--- src/verilog/pst_pkg.sv ---
package pst_pkg;

	// ----------------------------------------------------------------
	// byte offsets within the cyclic telegram
	// ----------------------------------------------------------------
	localparam logic [4:0] PST_SCAN_BYTE0 = 5'h08;
	localparam logic [4:0] PST_SCAN_BYTE3 = 5'h0b;
	localparam logic [4:0] PST_FLAG_A_BYTE = 5'h0c;
	localparam logic [4:0] PST_SEL1_A_BYTE = 5'h0d;
	localparam logic [4:0] PST_SEL2_A_BYTE = 5'h0e;
	localparam logic [4:0] PST_OUT_A_BYTE = 5'h0f;
	localparam logic [4:0] PST_FLAG_B_BYTE = 5'h10;
	localparam logic [4:0] PST_SEL1_B_BYTE = 5'h11;
	localparam logic [4:0] PST_SEL2_B_BYTE = 5'h12;
	localparam logic [4:0] PST_OUT_B_BYTE = 5'h13;
	localparam logic [4:0] PST_LAST_BYTE = 5'h13;

	// ----------------------------------------------------------------
	// bit positions within the flag and output bytes
	// ----------------------------------------------------------------
	localparam int PST_FLAG_ACTIVE_BIT = 7;
	localparam int PST_FLAG_WARN_BIT = 6;
	localparam int PST_FLAG_PROT_BIT = 5;
	localparam int PST_FLAG_RESTART_BIT = 4;
	localparam int PST_FLAG_SAFETY_BIT = 3;
	localparam int PST_OUT_WARN1_BIT = 7;
	localparam int PST_OUT_WARN2_BIT = 6;
	localparam int PST_OUT_PROT1_BIT = 5;
	localparam int PST_OUT_PROT2_BIT = 4;
	localparam int PST_OUT_PAIR1_BIT = 3;
	localparam int PST_OUT_PAIR2_BIT = 2;

	// ----------------------------------------------------------------
	// reset values and field limits
	// ----------------------------------------------------------------
	localparam logic [7:0] PST_BYTE_RESET = 8'h00;
	localparam logic [31:0] PST_SCAN_RESET = 32'h0000_0000;
	localparam logic [3:0] PST_SEL_MIN = 4'h1;
	localparam logic [3:0] PST_SEL_MAX = 4'ha;

endpackage : pst_pkg

--- src/verilog/pst_telegram.sv ---
// Function
// - byte 12 bit 7 shows function A active or configured, default 0
// - byte 16 repeats the byte 12 layout for function B
// - flag bit 6 shows warning field, 0 violated, 1 free
// - flag bit 5 shows protective field, 0 violated, 1 free
// - flag bit 4 set while restart interlock active and start pending
// - flag bit 3 mirrors the safety output state, bits 2-0 reserved
// - byte 13 holds bank A high nibble, first pair low, 1 to 10
// - byte 14 holds second and third field pairs of function A
// - bytes 17 and 18 hold the same selections for function B
// - output byte bits 7 and 6 show warning segments 1 and 2
// - output byte bits 5 and 4 show protective segments 1 and 2
// - output byte bits 3 and 2 show defined field pair selected
// - bytes 8 to 11 hold a 32-bit scan count cleared at power-up (reset)
module pst_telegram (
	input wire logic sys_clk_in,
	input wire logic rst_n_in,
	input wire logic scan_done_in,
	input wire logic [4:0] byte_index_in,
	input wire logic func_a_active_in,
	input wire logic func_a_warn_field_state_in,
	input wire logic func_a_prot_field_state_in,
	input wire logic func_a_restart_interlock_in,
	input wire logic func_a_start_request_in,
	input wire logic func_a_safety_switching_output_in,
	input wire logic [3:0] func_a_bank_sel_in,
	input wire logic [3:0] func_a_pair1_sel_in,
	input wire logic [3:0] func_a_pair2_sel_in,
	input wire logic [3:0] func_a_pair3_sel_in,
	input wire logic func_a_warn_seg1_in,
	input wire logic func_a_warn_seg2_in,
	input wire logic func_a_prot_seg1_in,
	input wire logic func_a_prot_seg2_in,
	input wire logic func_a_defined_pair1_hit_in,
	input wire logic func_a_defined_pair2_hit_in,
	input wire logic func_b_active_in,
	input wire logic func_b_warn_field_state_in,
	input wire logic func_b_prot_field_state_in,
	input wire logic func_b_restart_interlock_in,
	input wire logic func_b_start_request_in,
	input wire logic func_b_safety_switching_output_in,
	input wire logic [3:0] func_b_bank_sel_in,
	input wire logic [3:0] func_b_pair1_sel_in,
	input wire logic [3:0] func_b_pair2_sel_in,
	input wire logic [3:0] func_b_pair3_sel_in,
	input wire logic func_b_warn_seg1_in,
	input wire logic func_b_warn_seg2_in,
	input wire logic func_b_prot_seg1_in,
	input wire logic func_b_prot_seg2_in,
	input wire logic func_b_defined_pair1_hit_in,
	input wire logic func_b_defined_pair2_hit_in,
	output logic [31:0] scan_count_out,
	output logic [7:0] byte_data_out
);

	// ----------------------------------------------------------------
	// per-function status bytes
	// ----------------------------------------------------------------
	logic [7:0] flag_a;
	logic [7:0] sel1_a;
	logic [7:0] sel2_a;
	logic [7:0] out_a;
	logic [7:0] flag_b;
	logic [7:0] sel1_b;
	logic [7:0] sel2_b;
	logic [7:0] out_b;

	// function A, bytes 12 to 15
	pst_func_status u_func_a (
		.sys_clk_in(sys_clk_in),
		.rst_n_in(rst_n_in),
		.active_in(func_a_active_in),
		.warn_field_state_in(func_a_warn_field_state_in),
		.prot_field_state_in(func_a_prot_field_state_in),
		.restart_interlock_in(func_a_restart_interlock_in),
		.start_request_in(func_a_start_request_in),
		.safety_switching_output_in(func_a_safety_switching_output_in),
		.bank_sel_in(func_a_bank_sel_in),
		.pair1_sel_in(func_a_pair1_sel_in),
		.pair2_sel_in(func_a_pair2_sel_in),
		.pair3_sel_in(func_a_pair3_sel_in),
		.warn_seg1_in(func_a_warn_seg1_in),
		.warn_seg2_in(func_a_warn_seg2_in),
		.prot_seg1_in(func_a_prot_seg1_in),
		.prot_seg2_in(func_a_prot_seg2_in),
		.defined_pair1_hit_in(func_a_defined_pair1_hit_in),
		.defined_pair2_hit_in(func_a_defined_pair2_hit_in),
		.flag_byte_out(flag_a),
		.sel1_byte_out(sel1_a),
		.sel2_byte_out(sel2_a),
		.out_byte_out(out_a)
	);

	// function B, bytes 16 to 19, same layout
	pst_func_status u_func_b (
		.sys_clk_in(sys_clk_in),
		.rst_n_in(rst_n_in),
		.active_in(func_b_active_in),
		.warn_field_state_in(func_b_warn_field_state_in),
		.prot_field_state_in(func_b_prot_field_state_in),
		.restart_interlock_in(func_b_restart_interlock_in),
		.start_request_in(func_b_start_request_in),
		.safety_switching_output_in(func_b_safety_switching_output_in),
		.bank_sel_in(func_b_bank_sel_in),
		.pair1_sel_in(func_b_pair1_sel_in),
		.pair2_sel_in(func_b_pair2_sel_in),
		.pair3_sel_in(func_b_pair3_sel_in),
		.warn_seg1_in(func_b_warn_seg1_in),
		.warn_seg2_in(func_b_warn_seg2_in),
		.prot_seg1_in(func_b_prot_seg1_in),
		.prot_seg2_in(func_b_prot_seg2_in),
		.defined_pair1_hit_in(func_b_defined_pair1_hit_in),
		.defined_pair2_hit_in(func_b_defined_pair2_hit_in),
		.flag_byte_out(flag_b),
		.sel1_byte_out(sel1_b),
		.sel2_byte_out(sel2_b),
		.out_byte_out(out_b)
	);

	// ----------------------------------------------------------------
	// scan counter
	// ----------------------------------------------------------------
	logic [31:0] scan_count_next;

	// wraps at the top; only reset (power-up) clears it
	assign scan_count_next = scan_done_in ? scan_count_out + 32'h0000_0001 : scan_count_out;

	always_ff @(posedge sys_clk_in)
	begin
		if (!rst_n_in)
			scan_count_out <= pst_pkg::PST_SCAN_RESET;
		else
			scan_count_out <= scan_count_next;
	end

	// ----------------------------------------------------------------
	// byte selection for the telegram reader
	// ----------------------------------------------------------------
	logic [7:0] byte_data_next;
	logic [1:0] scan_lane;

	assign scan_lane = 2'(byte_index_in - pst_pkg::PST_SCAN_BYTE0);

	// bytes outside 8 to 19 read as zero; scan count little-endian
	always_comb
	begin
		byte_data_next = pst_pkg::PST_BYTE_RESET;
		if (byte_index_in >= pst_pkg::PST_SCAN_BYTE0 && byte_index_in <= pst_pkg::PST_SCAN_BYTE3)
			byte_data_next = scan_count_next[8*scan_lane +: 8];
		else
		begin
			unique case (byte_index_in)
				pst_pkg::PST_FLAG_A_BYTE: byte_data_next = flag_a;
				pst_pkg::PST_SEL1_A_BYTE: byte_data_next = sel1_a;
				pst_pkg::PST_SEL2_A_BYTE: byte_data_next = sel2_a;
				pst_pkg::PST_OUT_A_BYTE: byte_data_next = out_a;
				pst_pkg::PST_FLAG_B_BYTE: byte_data_next = flag_b;
				pst_pkg::PST_SEL1_B_BYTE: byte_data_next = sel1_b;
				pst_pkg::PST_SEL2_B_BYTE: byte_data_next = sel2_b;
				pst_pkg::PST_OUT_B_BYTE: byte_data_next = out_b;
				default: byte_data_next = pst_pkg::PST_BYTE_RESET;
			endcase
		end
	end

	always_ff @(posedge sys_clk_in)
	begin
		if (!rst_n_in)
			byte_data_out <= pst_pkg::PST_BYTE_RESET;
		else
			byte_data_out <= byte_data_next;
	end

	// ----------------------------------------------------------------
	// checks
	// ----------------------------------------------------------------
	// counter steps once per finished scan and holds otherwise
	scan_step_a: assert property (@(posedge sys_clk_in) disable iff (!rst_n_in)
		scan_done_in |=> scan_count_out == $past(scan_count_out) + 32'h0000_0001)
		else $error("scan count did not step");
	scan_hold_a: assert property (@(posedge sys_clk_in) disable iff (!rst_n_in)
		!scan_done_in |=> $stable(scan_count_out))
		else $error("scan count moved without scan");
	reset_clear_a: assert property (@(posedge sys_clk_in)
		!rst_n_in |=> scan_count_out == pst_pkg::PST_SCAN_RESET &&
		byte_data_out == pst_pkg::PST_BYTE_RESET)
		else $error("outputs not cleared by reset");

	// each status byte reaches the reader one edge after its index
	byte_a_flag_a: assert property (@(posedge sys_clk_in) disable iff (!rst_n_in)
		byte_index_in == pst_pkg::PST_FLAG_A_BYTE |=> byte_data_out == $past(flag_a))
		else $error("byte 12 does not carry function A flags");
	byte_a_sel1_a: assert property (@(posedge sys_clk_in) disable iff (!rst_n_in)
		byte_index_in == pst_pkg::PST_SEL1_A_BYTE |=> byte_data_out == $past(sel1_a))
		else $error("byte 13 does not carry function A bank");
	byte_a_sel2_a: assert property (@(posedge sys_clk_in) disable iff (!rst_n_in)
		byte_index_in == pst_pkg::PST_SEL2_A_BYTE |=> byte_data_out == $past(sel2_a))
		else $error("byte 14 does not carry function A pairs");
	byte_a_out_a: assert property (@(posedge sys_clk_in) disable iff (!rst_n_in)
		byte_index_in == pst_pkg::PST_OUT_A_BYTE |=> byte_data_out == $past(out_a))
		else $error("byte 15 does not carry function A outputs");
	byte_b_flag_a: assert property (@(posedge sys_clk_in) disable iff (!rst_n_in)
		byte_index_in == pst_pkg::PST_FLAG_B_BYTE |=> byte_data_out == $past(flag_b))
		else $error("byte 16 does not carry function B flags");
	byte_b_sel1_a: assert property (@(posedge sys_clk_in) disable iff (!rst_n_in)
		byte_index_in == pst_pkg::PST_SEL1_B_BYTE |=> byte_data_out == $past(sel1_b))
		else $error("byte 17 does not carry function B bank");
	byte_b_sel2_a: assert property (@(posedge sys_clk_in) disable iff (!rst_n_in)
		byte_index_in == pst_pkg::PST_SEL2_B_BYTE |=> byte_data_out == $past(sel2_b))
		else $error("byte 18 does not carry function B pairs");
	byte_b_segs_a: assert property (@(posedge sys_clk_in) disable iff (!rst_n_in)
		byte_index_in == pst_pkg::PST_OUT_B_BYTE |=> byte_data_out == $past(out_b))
		else $error("byte 19 does not carry function B outputs");
	byte_out_b_a: assert property (@(posedge sys_clk_in) disable iff (!rst_n_in)
		byte_index_in == pst_pkg::PST_OUT_B_BYTE |=> byte_data_out[1:0] == 2'h0)
		else $error("byte 19 reserved bits set");

	// scan lanes carry the fresh count, indices outside 8 to 19 read zero
	scan_low_a: assert property (@(posedge sys_clk_in) disable iff (!rst_n_in)
		byte_index_in == pst_pkg::PST_SCAN_BYTE0 |=> byte_data_out == scan_count_out[7:0])
		else $error("byte 8 is not the low count byte");
	scan_top_a: assert property (@(posedge sys_clk_in) disable iff (!rst_n_in)
		byte_index_in == pst_pkg::PST_SCAN_BYTE3 |=> byte_data_out == scan_count_out[31:24])
		else $error("byte 11 is not the top count byte");
	index_empty_a: assert property (@(posedge sys_clk_in) disable iff (!rst_n_in)
		(byte_index_in < pst_pkg::PST_SCAN_BYTE0 || byte_index_in > pst_pkg::PST_LAST_BYTE)
		|=> byte_data_out == pst_pkg::PST_BYTE_RESET)
		else $error("unused index does not read zero");

endmodule : pst_telegram

--- src/verilog/pst_func_status.sv ---
// ------------------------------------------------------------------
// status bytes of one protective function
// ------------------------------------------------------------------
module pst_func_status (
	input wire logic sys_clk_in,
	input wire logic rst_n_in,
	input wire logic active_in,
	input wire logic warn_field_state_in,
	input wire logic prot_field_state_in,
	input wire logic restart_interlock_in,
	input wire logic start_request_in,
	input wire logic safety_switching_output_in,
	input wire logic [3:0] bank_sel_in,
	input wire logic [3:0] pair1_sel_in,
	input wire logic [3:0] pair2_sel_in,
	input wire logic [3:0] pair3_sel_in,
	input wire logic warn_seg1_in,
	input wire logic warn_seg2_in,
	input wire logic prot_seg1_in,
	input wire logic prot_seg2_in,
	input wire logic defined_pair1_hit_in,
	input wire logic defined_pair2_hit_in,
	output logic [7:0] flag_byte_out,
	output logic [7:0] sel1_byte_out,
	output logic [7:0] sel2_byte_out,
	output logic [7:0] out_byte_out
);

	// ----------------------------------------------------------------
	// byte assembly
	// ----------------------------------------------------------------
	logic [7:0] flag_next;
	logic [7:0] sel1_next;
	logic [7:0] sel2_next;
	logic [7:0] out_next;
	logic restart_pending;

	// out-of-range selection numbers are sent as zero
	function automatic logic [3:0] pst_clip(input logic [3:0] v);
		if (v >= pst_pkg::PST_SEL_MIN && v <= pst_pkg::PST_SEL_MAX)
			return v;
		return 4'h0;
	endfunction : pst_clip

	assign restart_pending = restart_interlock_in & start_request_in;
	// flag byte, low three bits zero
	assign flag_next = {active_in, warn_field_state_in, prot_field_state_in,
		restart_pending, safety_switching_output_in, 3'h0};
	assign sel1_next = {pst_clip(bank_sel_in), pst_clip(pair1_sel_in)};
	assign sel2_next = {pst_clip(pair2_sel_in), pst_clip(pair3_sel_in)};
	assign out_next = {warn_seg1_in, warn_seg2_in, prot_seg1_in, prot_seg2_in,
		defined_pair1_hit_in, defined_pair2_hit_in, 2'h0};

	// registered bytes, zero after reset
	always_ff @(posedge sys_clk_in)
	begin
		if (!rst_n_in)
		begin
			flag_byte_out <= pst_pkg::PST_BYTE_RESET;
			sel1_byte_out <= pst_pkg::PST_BYTE_RESET;
			sel2_byte_out <= pst_pkg::PST_BYTE_RESET;
			out_byte_out <= pst_pkg::PST_BYTE_RESET;
		end
		else
		begin
			flag_byte_out <= flag_next;
			sel1_byte_out <= sel1_next;
			sel2_byte_out <= sel2_next;
			out_byte_out <= out_next;
		end
	end

	// ----------------------------------------------------------------
	// checks
	// ----------------------------------------------------------------
	// bits follow inputs one edge later; the edge leaving reset still shows zero
	flag_active_a: assert property (@(posedge sys_clk_in) disable iff (!rst_n_in)
		$past(rst_n_in) |-> flag_byte_out[pst_pkg::PST_FLAG_ACTIVE_BIT] == $past(active_in))
		else $error("active bit does not follow input");
	restart_bit_a: assert property (@(posedge sys_clk_in) disable iff (!rst_n_in)
		$past(rst_n_in) |-> flag_byte_out[pst_pkg::PST_FLAG_RESTART_BIT] ==
		($past(restart_interlock_in) && $past(start_request_in)))
		else $error("restart bit wrong");
	warn_prot_a: assert property (@(posedge sys_clk_in) disable iff (!rst_n_in)
		$past(rst_n_in) |-> flag_byte_out[6:5] ==
		{$past(warn_field_state_in), $past(prot_field_state_in)})
		else $error("field state bits wrong");
	safety_bit_a: assert property (@(posedge sys_clk_in) disable iff (!rst_n_in)
		$past(rst_n_in) |->
		flag_byte_out[pst_pkg::PST_FLAG_SAFETY_BIT] == $past(safety_switching_output_in))
		else $error("safety output bit lags");
	sel_range_a: assert property (@(posedge sys_clk_in) disable iff (!rst_n_in)
		sel1_byte_out[7:4] <= pst_pkg::PST_SEL_MAX &&
		sel1_byte_out[3:0] <= pst_pkg::PST_SEL_MAX &&
		sel2_byte_out[7:4] <= pst_pkg::PST_SEL_MAX &&
		sel2_byte_out[3:0] <= pst_pkg::PST_SEL_MAX)
		else $error("selection out of range");
	seg_bits_a: assert property (@(posedge sys_clk_in) disable iff (!rst_n_in)
		$past(rst_n_in) |-> out_byte_out[5:4] == {$past(prot_seg1_in), $past(prot_seg2_in)})
		else $error("protective segment bits wrong");
	reserved_zero_a: assert property (@(posedge sys_clk_in) disable iff (!rst_n_in)
		flag_byte_out[2:0] == 3'h0 && out_byte_out[1:0] == 2'h0)
		else $error("reserved bits not zero");

endmodule : pst_func_status

--- config.mk ---
export PLATFORM = sky130hd
export DESIGN_NAME = pst_telegram
export DESIGN_NICKNAME = d
export VERILOG_FILES = /design/src/verilog/pst_pkg.sv /design/src/verilog/pst_telegram.sv /design/src/verilog/pst_func_status.sv
export SDC_FILE = /design/constraint.sdc
export NUM_CORES = 1
export LEC_CHECK = 0
export BUFFER_PORTS_ARGS = -buffer_cell sky130_fd_sc_hd__buf_2
export CORE_MARGIN = 10
export CORE_UTILIZATION = 40
export DETAILED_ROUTE_END_ITERATION = 8
export GPL_TIMING_DRIVEN = 0
export HOLD_SLACK_MARGIN = 0.02
export PLACE_DENSITY_LB_ADDON = 0.15
export SLEW_MARGIN = 20
export SYNTH_ARGS = -nofsm -noshare
export SYNTH_HDL_FRONTEND = slang
export SYNTH_SLANG_ARGS = --single-unit
--- constraint.sdc ---
create_clock -name sys_clk_in -period 2.4 [get_ports sys_clk_in]
set_input_delay 0.48 -clock sys_clk_in [delete_from_list [all_inputs] [get_ports sys_clk_in]]
set_output_delay 0.48 -clock sys_clk_in [all_outputs]
set_load 0.005 [all_outputs]
# Word level (Yosys, flattened, before mapping)
# Index checks and enable logic that the tools add are counted.
[totals] reg_bits=104 latchBits=0 ramBits=0 mem_bits_ro=0 in_bits=64 output_inout_bits=40 word_cells=85 memories=0
[classes] add_sub_neg=2 multipliers=0 div_mod_pow=0 order_cmp=18 eq_ne=8 n_shift=1 muxes=19 n_bitwise=2 n_reduce_logical=17
[op_table] operator="$pmux W8 S8" n=1
[op_table] operator="$add A32 B1 Y32 const B" n=1
[op_table] operator="$ge A4 B1 Y1 const B" n=8
[op_table] operator="$le A4 B4 Y1 const B" n=8
[op_table] operator="$mux W32" n=1
[op_table] operator="$mux W4" n=8
[op_table] operator="$shiftx A32 B6 Y8" n=1
[op_table] operator="$eq A5 B4 Y1 const B" n=4
[op_table] operator="$eq A5 B5 Y1 const B" n=4
[op_table] operator="$reduce_and A2 Y1" n=8
[op_table] operator="$logic_and A1 B1 Y1" n=9
[op_table] operator="$mux W1" n=8
[op_table] operator="$mux W8" n=1
[op_table] operator="$ge A5 B4 Y1 const B" n=1
[op_table] operator="$le A5 B4 Y1 const B" n=1
[op_table] operator="$and A1 B1 Y1" n=2
[op_table] operator="$sub A2 B1 Y2 const B" n=1

# Logic depth before layout (Yosys ltp)
[depth] word_depth=4 depth_mapped=8 mapped_depth_nobuf=7

# Cells and area by module
# Synthesis repeated with hierarchy kept, for this count alone.
[hier_totals] cells_unflattened=461 hier_area_um2=4231.6
[modules_own_cells] module="pst_telegram" n_inst=1 cells_each=305 area_each_um2=2502.4 seq_area_each_um2=800.8
[modules_own_cells] module="pst_func_status" n_inst=2 cells_each=78 area_each_um2=864.6 seq_area_each_um2=540.5

# Least setup slack after synthesis
# Ideal clock, no wire load.
[synth_path] path_type="reg-to-reg" startpoint="register scan_count_out[7]" endpoint="register byte_data_out[0]" setup_time_ps=120 arrival_ps=2042 required_ps=2280 path_slack_ps=238 stages_incl_launch_ff=8 path_buffers=1 synth_period_minus_slack_ps=2162 cell_sequence="dfxtp_1 > nand3_2 > or4_4 > buf_6 > nor4_4 > xnor2_1 > o22ai_2 > o31a_1"
[synth_between] elab_chain_len=4
[synth_rtl] item="start, declared" line="pst_telegram.sv:52" rtl="output logic [31:0] scan_count_out,"
[synth_rtl] item="start signal, assigned" line="pst_telegram.sv:131" rtl="scan_count_out <= pst_pkg::PST_SCAN_RESET;"
[synth_rtl] item="start signal, assigned" line="pst_telegram.sv:133" rtl="scan_count_out <= scan_count_next;"
[synth_rtl] item="$add A32 B1 Y32" line="pst_telegram.sv:126" rtl="assign scan_count_next = scan_done_in ? scan_count_out + 32'h0000_0001 : scan_count_out;"
[synth_rtl] item="$mux W32" line="pst_telegram.sv:126"
[synth_rtl] item="$shiftx A32 B6 Y8" line="pst_telegram.sv:149" rtl="byte_data_next = scan_count_next[8*scan_lane +: 8];"
[synth_rtl] item="$mux W8" line="pst_telegram.sv:148" rtl="if (byte_index_in >= pst_pkg::PST_SCAN_BYTE0 && byte_index_in <= pst_pkg::PST_SCAN_BYTE3)"
[synth_rtl] item="end signal, assigned" line="pst_telegram.sv:169" rtl="byte_data_out <= pst_pkg::PST_BYTE_RESET;"
[synth_rtl] item="end signal, assigned" line="pst_telegram.sv:171" rtl="byte_data_out <= byte_data_next;"
[synth_rtl] item="end, declared" line="pst_telegram.sv:53" rtl="output logic [7:0] byte_data_out"
# No other way between the ends.
# A chain may end at the register's enable or synchronous reset.

# Final worst setup path
# Same ends and word-level chain as after synthesis.

==> summary.txt <==
Outcome
  – Outcome: finished, final reports clean

Global route
  – Antenna violations before repair: 0
  – GR Util All Layers: 0.1586
  – Largest net degree at the start of global routing: 16
  – Total overflow reported by the global router: 0
  – Wire length of the first global-routing pass: 18390 µm
  – Via count of the first global-routing pass: approximately 3600

Synthesis
  – Main area contributors after synthesis: sky130_fd_sc_hd__dfxtp_1, sky130_fd_sc_hd__and2_1, sky130_fd_sc_hd__mux4_2
  – Syn Nets: 483
  – Largest area contributor in the synthesized netlist: sky130_fd_sc_hd__dfxtp_1
  – Cell with the most instances after synthesis: sky130_fd_sc_hd__dfxtp_1
  – FF+latch count, synth: 94
  – Post-synth EDFFs: 0
  – Cell area after synthesis: 4015 µm²
  – Number of instances in the synthesized netlist: 418
  – Unique masters post-synth: 45
  – Avg Synthesized Cell Area: between 9 and 10 µm²
  – Total of warnings raised by yosys: 0
  – Portion of synthesized cell area occupied by the leading cell type: 0.4687
  – Share of async-settable or async-resettable flops after synthesis: 0
  – Dominant register cell in the synthesized netlist: sky130_fd_sc_hd__dfxtp_1
  – Leading post-synthesis cells by instance count: sky130_fd_sc_hd__dfxtp_1, sky130_fd_sc_hd__nand2_1, sky130_fd_sc_hd__and2_1, sky130_fd_sc_hd__nor2_1, sky130_fd_sc_hd__xor2_1
  – Post-synthesis sequential area ratio: 0.4687

Clock tree
  – Maximum root-to-sink buffer count: 2
  – TritonCTS clock tree: yes
  – Sinks on Clock Net: between 90 and 100
  – Number of buffers added by the clock tree synthesis step: 9
  – Quantity of gates resized following cts: 3
  – Clock Root Buffer: sky130_fd_sc_hd__clkbuf_8
  – Buffers inserted during post-CTS setup optimization: 0
  – Clock latency of the later-clocked register in the worst-skew pair: 0.36 ns
  – Number of levels the H-tree was split into: 3
  – CTS Hold Bufs: 0
  – Clock-pin transition on the worst setup and hold timing paths: ~0.1 ns

Worst hold path
  – Worst hold path class: input pin to register
  – Startpoint of the worst hold path: func_a_pair1_sel_in[3]
  – Hold worst-path end: u_func_a.sel1_byte_out[2]
  – Number of stages on the worst hold path: 2

Worst setup path
  – Worst-path maximum fanout: 7
  – Worst Reg2Reg Path Length in Cells: 7
  – CP Data Arrival Time: 2.55 ns
  – Critical register-to-register path endpoint: byte_data_out[0]
  – Highest-delay cell along the critical path: sky130_fd_sc_hd__or4_4
  – Crit-path max cell delay: ~0.55 ns
  – Data required time of the critical path: 2.65 ns
  – Startpoint type of the worst setup path: register
  – Sequence of cells on the critical path: nand3_4 > or4_4 > buf_6 > nor4_4 > xnor2_2 > o22ai_2 > o31a_1
  – Reg2reg start: scan_count_out[7]
  – Combined buffer and inverter count along the critical path: 1
  – Kind of capture point of the worst setup path: register
  – Path type of the worst setup path: register to register
  – Reg2Reg Setup Slack: 0.1 ns
  – Cell family contributing the most delay on the critical path: simple AND/OR/NAND/NOR gates

Power and ir drop
  – Leakage power figure: 2.087 nW
  – Maximum vdd ir drop: 0.2476 mV
  – Combinational share of power: 0.087
  – Sw power: 0.6863 mW
  – Design internal power: 2.234 mW
  – Post-layout total power: between 2 and 3 mW
  – Clk network pwr share: 0.357
  – Switch share: 0.2350
  – Sequential share of power: 0.556
  – Power density relative to cell area: between 500 and 600 nW/µm²

Timing
  – Actual transition at the worst max-transition pin: 0.6972 ns
  – Max-slew violation count: 0
  – Number of endpoints with negative hold slack in the final report: 0
  – Maximum frequency from static timing analysis: 434.3 MHz
  – Clk_skew: 0.01291 ns
  – Number of setup violations in the final report: 0
  – Period utilisation layout: 0.9593
  – Max-slew headroom at the worst pin: 0.5352
  – Hold slack: 0.3074 ns
  – Final critical-path required period: approximately 2.3 ns

Floorplan
  – Die outline area: 14450 µm²
  – Top-level port count: 104
  – Effective utilization at floorplan: 0.4108
  – Horizontal die dimension: 120.2 µm
  – Site Rows: 36
  – Core box area: 9774 µm²
  – Overall die height: 120.2 µm

Layout
  – Diode count: 0
  – Ratio of cells with drive above 1 in the final layout: 0.2790
  – Total Nets Final: 595
  – Post-synthesis to final-layout area growth: 22.94%
  – Post-Layout Cell Count: 667
  – Final core occ: 0.5050

Placed design
  – Placed cell count: 652
  – DPL Wire Length: 9064 µm
  – Routability cong.: about 0.86
  – Port Buffer Count: 101

Detailed routing
  – DRC Markers: 0
  – First drt pass iteration count: 4
  – Drt total wl: about 12000 µm
  – DR vias: around 3400
  – Vias per cell: 5.136
  – Remaining antenna violation count after routing: 0
  – Final routed wire length divided by cell count: 17.30 µm
  – Number of violations reported at the end of detailed-routing iteration 0: about 210

Run
  – Max-capacitance violation count: 0
==> state kept, by name (all words and copies together), names as in the netlist <==
signal                  count
u_func_b.sel1_byte_out      8
byte_data_out               8
u_func_a.sel1_byte_out      8
u_func_a.out_byte_out       6
u_func_b.flag_byte_out      5
scan_count_out             32
u_func_a.sel2_byte_out      8
u_func_b.out_byte_out       6
u_func_a.flag_byte_out      5
u_func_b.sel2_byte_out      8
==> per-stage QoR <==
stage	setup WS, ns	TNS (ns)	area, µm²
floorplan	0.2381	0	4015
global placement	-0.2779	-0.9570	4687
detailed placement	-0.1134	-0.2877	4693
CTS	-0.01866	-0.01866	4908
global route	-0.005742	-0.005742	4936
finish	0.09763	0	4936
==> worst register-to-register path: stages (launching register included) <==
cell,delay (ns)
sky130_fd_sc_hd__dfxtp_2,0.40
sky130_fd_sc_hd__nand3_4,0.14
sky130_fd_sc_hd__or4_4,0.56
sky130_fd_sc_hd__buf_6,0.16
sky130_fd_sc_hd__nor4_4,0.33
sky130_fd_sc_hd__xnor2_2,0.19
sky130_fd_sc_hd__o22ai_2,0.11
sky130_fd_sc_hd__o31a_1,0.30
==> final cells by class <==
cell class,instances,area (µm²)
Clock inverter,5,60.06
Buffer,21,115.1
Fill cell,962,4838
Clock buffer,10,137.6
Inverter,3,11.26
Sequential cell,94,1891
Timing Repair Buffer,101,505.5
Tap cell,133,166.4
Multi-Input combinational cell,300,2049
==> cell usage in the layout, fill, tap and decap left out, types with 11 or more instances in the layout <==
master                     synthesis  layout
sky130_fd_sc_hd__o21ai_0          19      19
sky130_fd_sc_hd__and2_1           35      35
sky130_fd_sc_hd__nand3_1          12      11
sky130_fd_sc_hd__and3_1           19      19
sky130_fd_sc_hd__nor2b_1          18      18
sky130_fd_sc_hd__nor2_1           27      27
sky130_fd_sc_hd__nand2_1          44      44
sky130_fd_sc_hd__clkbuf_1         14      14
sky130_fd_sc_hd__buf_2             2     103
sky130_fd_sc_hd__xor2_1           20      20
sky130_fd_sc_hd__dfxtp_1          94      87
==> worst max-delay path by stage <==
stage / from / to / slack [ns] / cells after the start
after detailed placement: scan_done_in / byte_data_out[3] / -0.11 / 7
after floorplan: scan_count_out[7] / byte_data_out[0] / 0.24 / 7
after CTS: scan_count_out[7] / byte_data_out[0] / -0.02 / 7
after global routing: scan_count_out[11] / byte_data_out[0] / -0.006 / 7
after global placement: scan_count_out[10] / byte_data_out[3] / -0.28 / 6
final: scan_count_out[7] / byte_data_out[0] / 0.1 / 7
==> logic make-up (layout without fill, tap and decap cells) <==
kind of cell | after synthesis | count (layout) | synth area share
multiplexers | 15 | 15 | 0.06295
AND/OR/NAND/NOR | 189 | 189 | 0.2549
XOR/XNOR | 31 | 31 | 0.06762
flip-flops | 94 | 94 | 0.4687
adder cells (fa/ha/maj) | 1 | 1 | 0.003116
AO/OA/AOI/OAI | 64 | 64 | 0.1113
buffers and inverters | 24 | 140 | 0.03147
==> per-layer routing <==
metal,GRT usage,routed length [µm],up-vias
li1,-,-,1701
met1,0.1963,5090,1576
met5,0,0,-
met3,0.04281,891,23
met2,0.2538,5239,126
met4,0.07089,316,0
==> power by group through the flow <==
stage	clock network [mW]	logic, mW	registers, mW
after CTS	1.06	0.255	1.63
after detailed placement	0	0.255	1.66
after global placement	0	0.251	1.66
after global routing	1.12	0.281	1.63
final	1.04	0.253	1.62
after floorplan	0	0.137	1.66
Power figures use the tool's default switching activity.
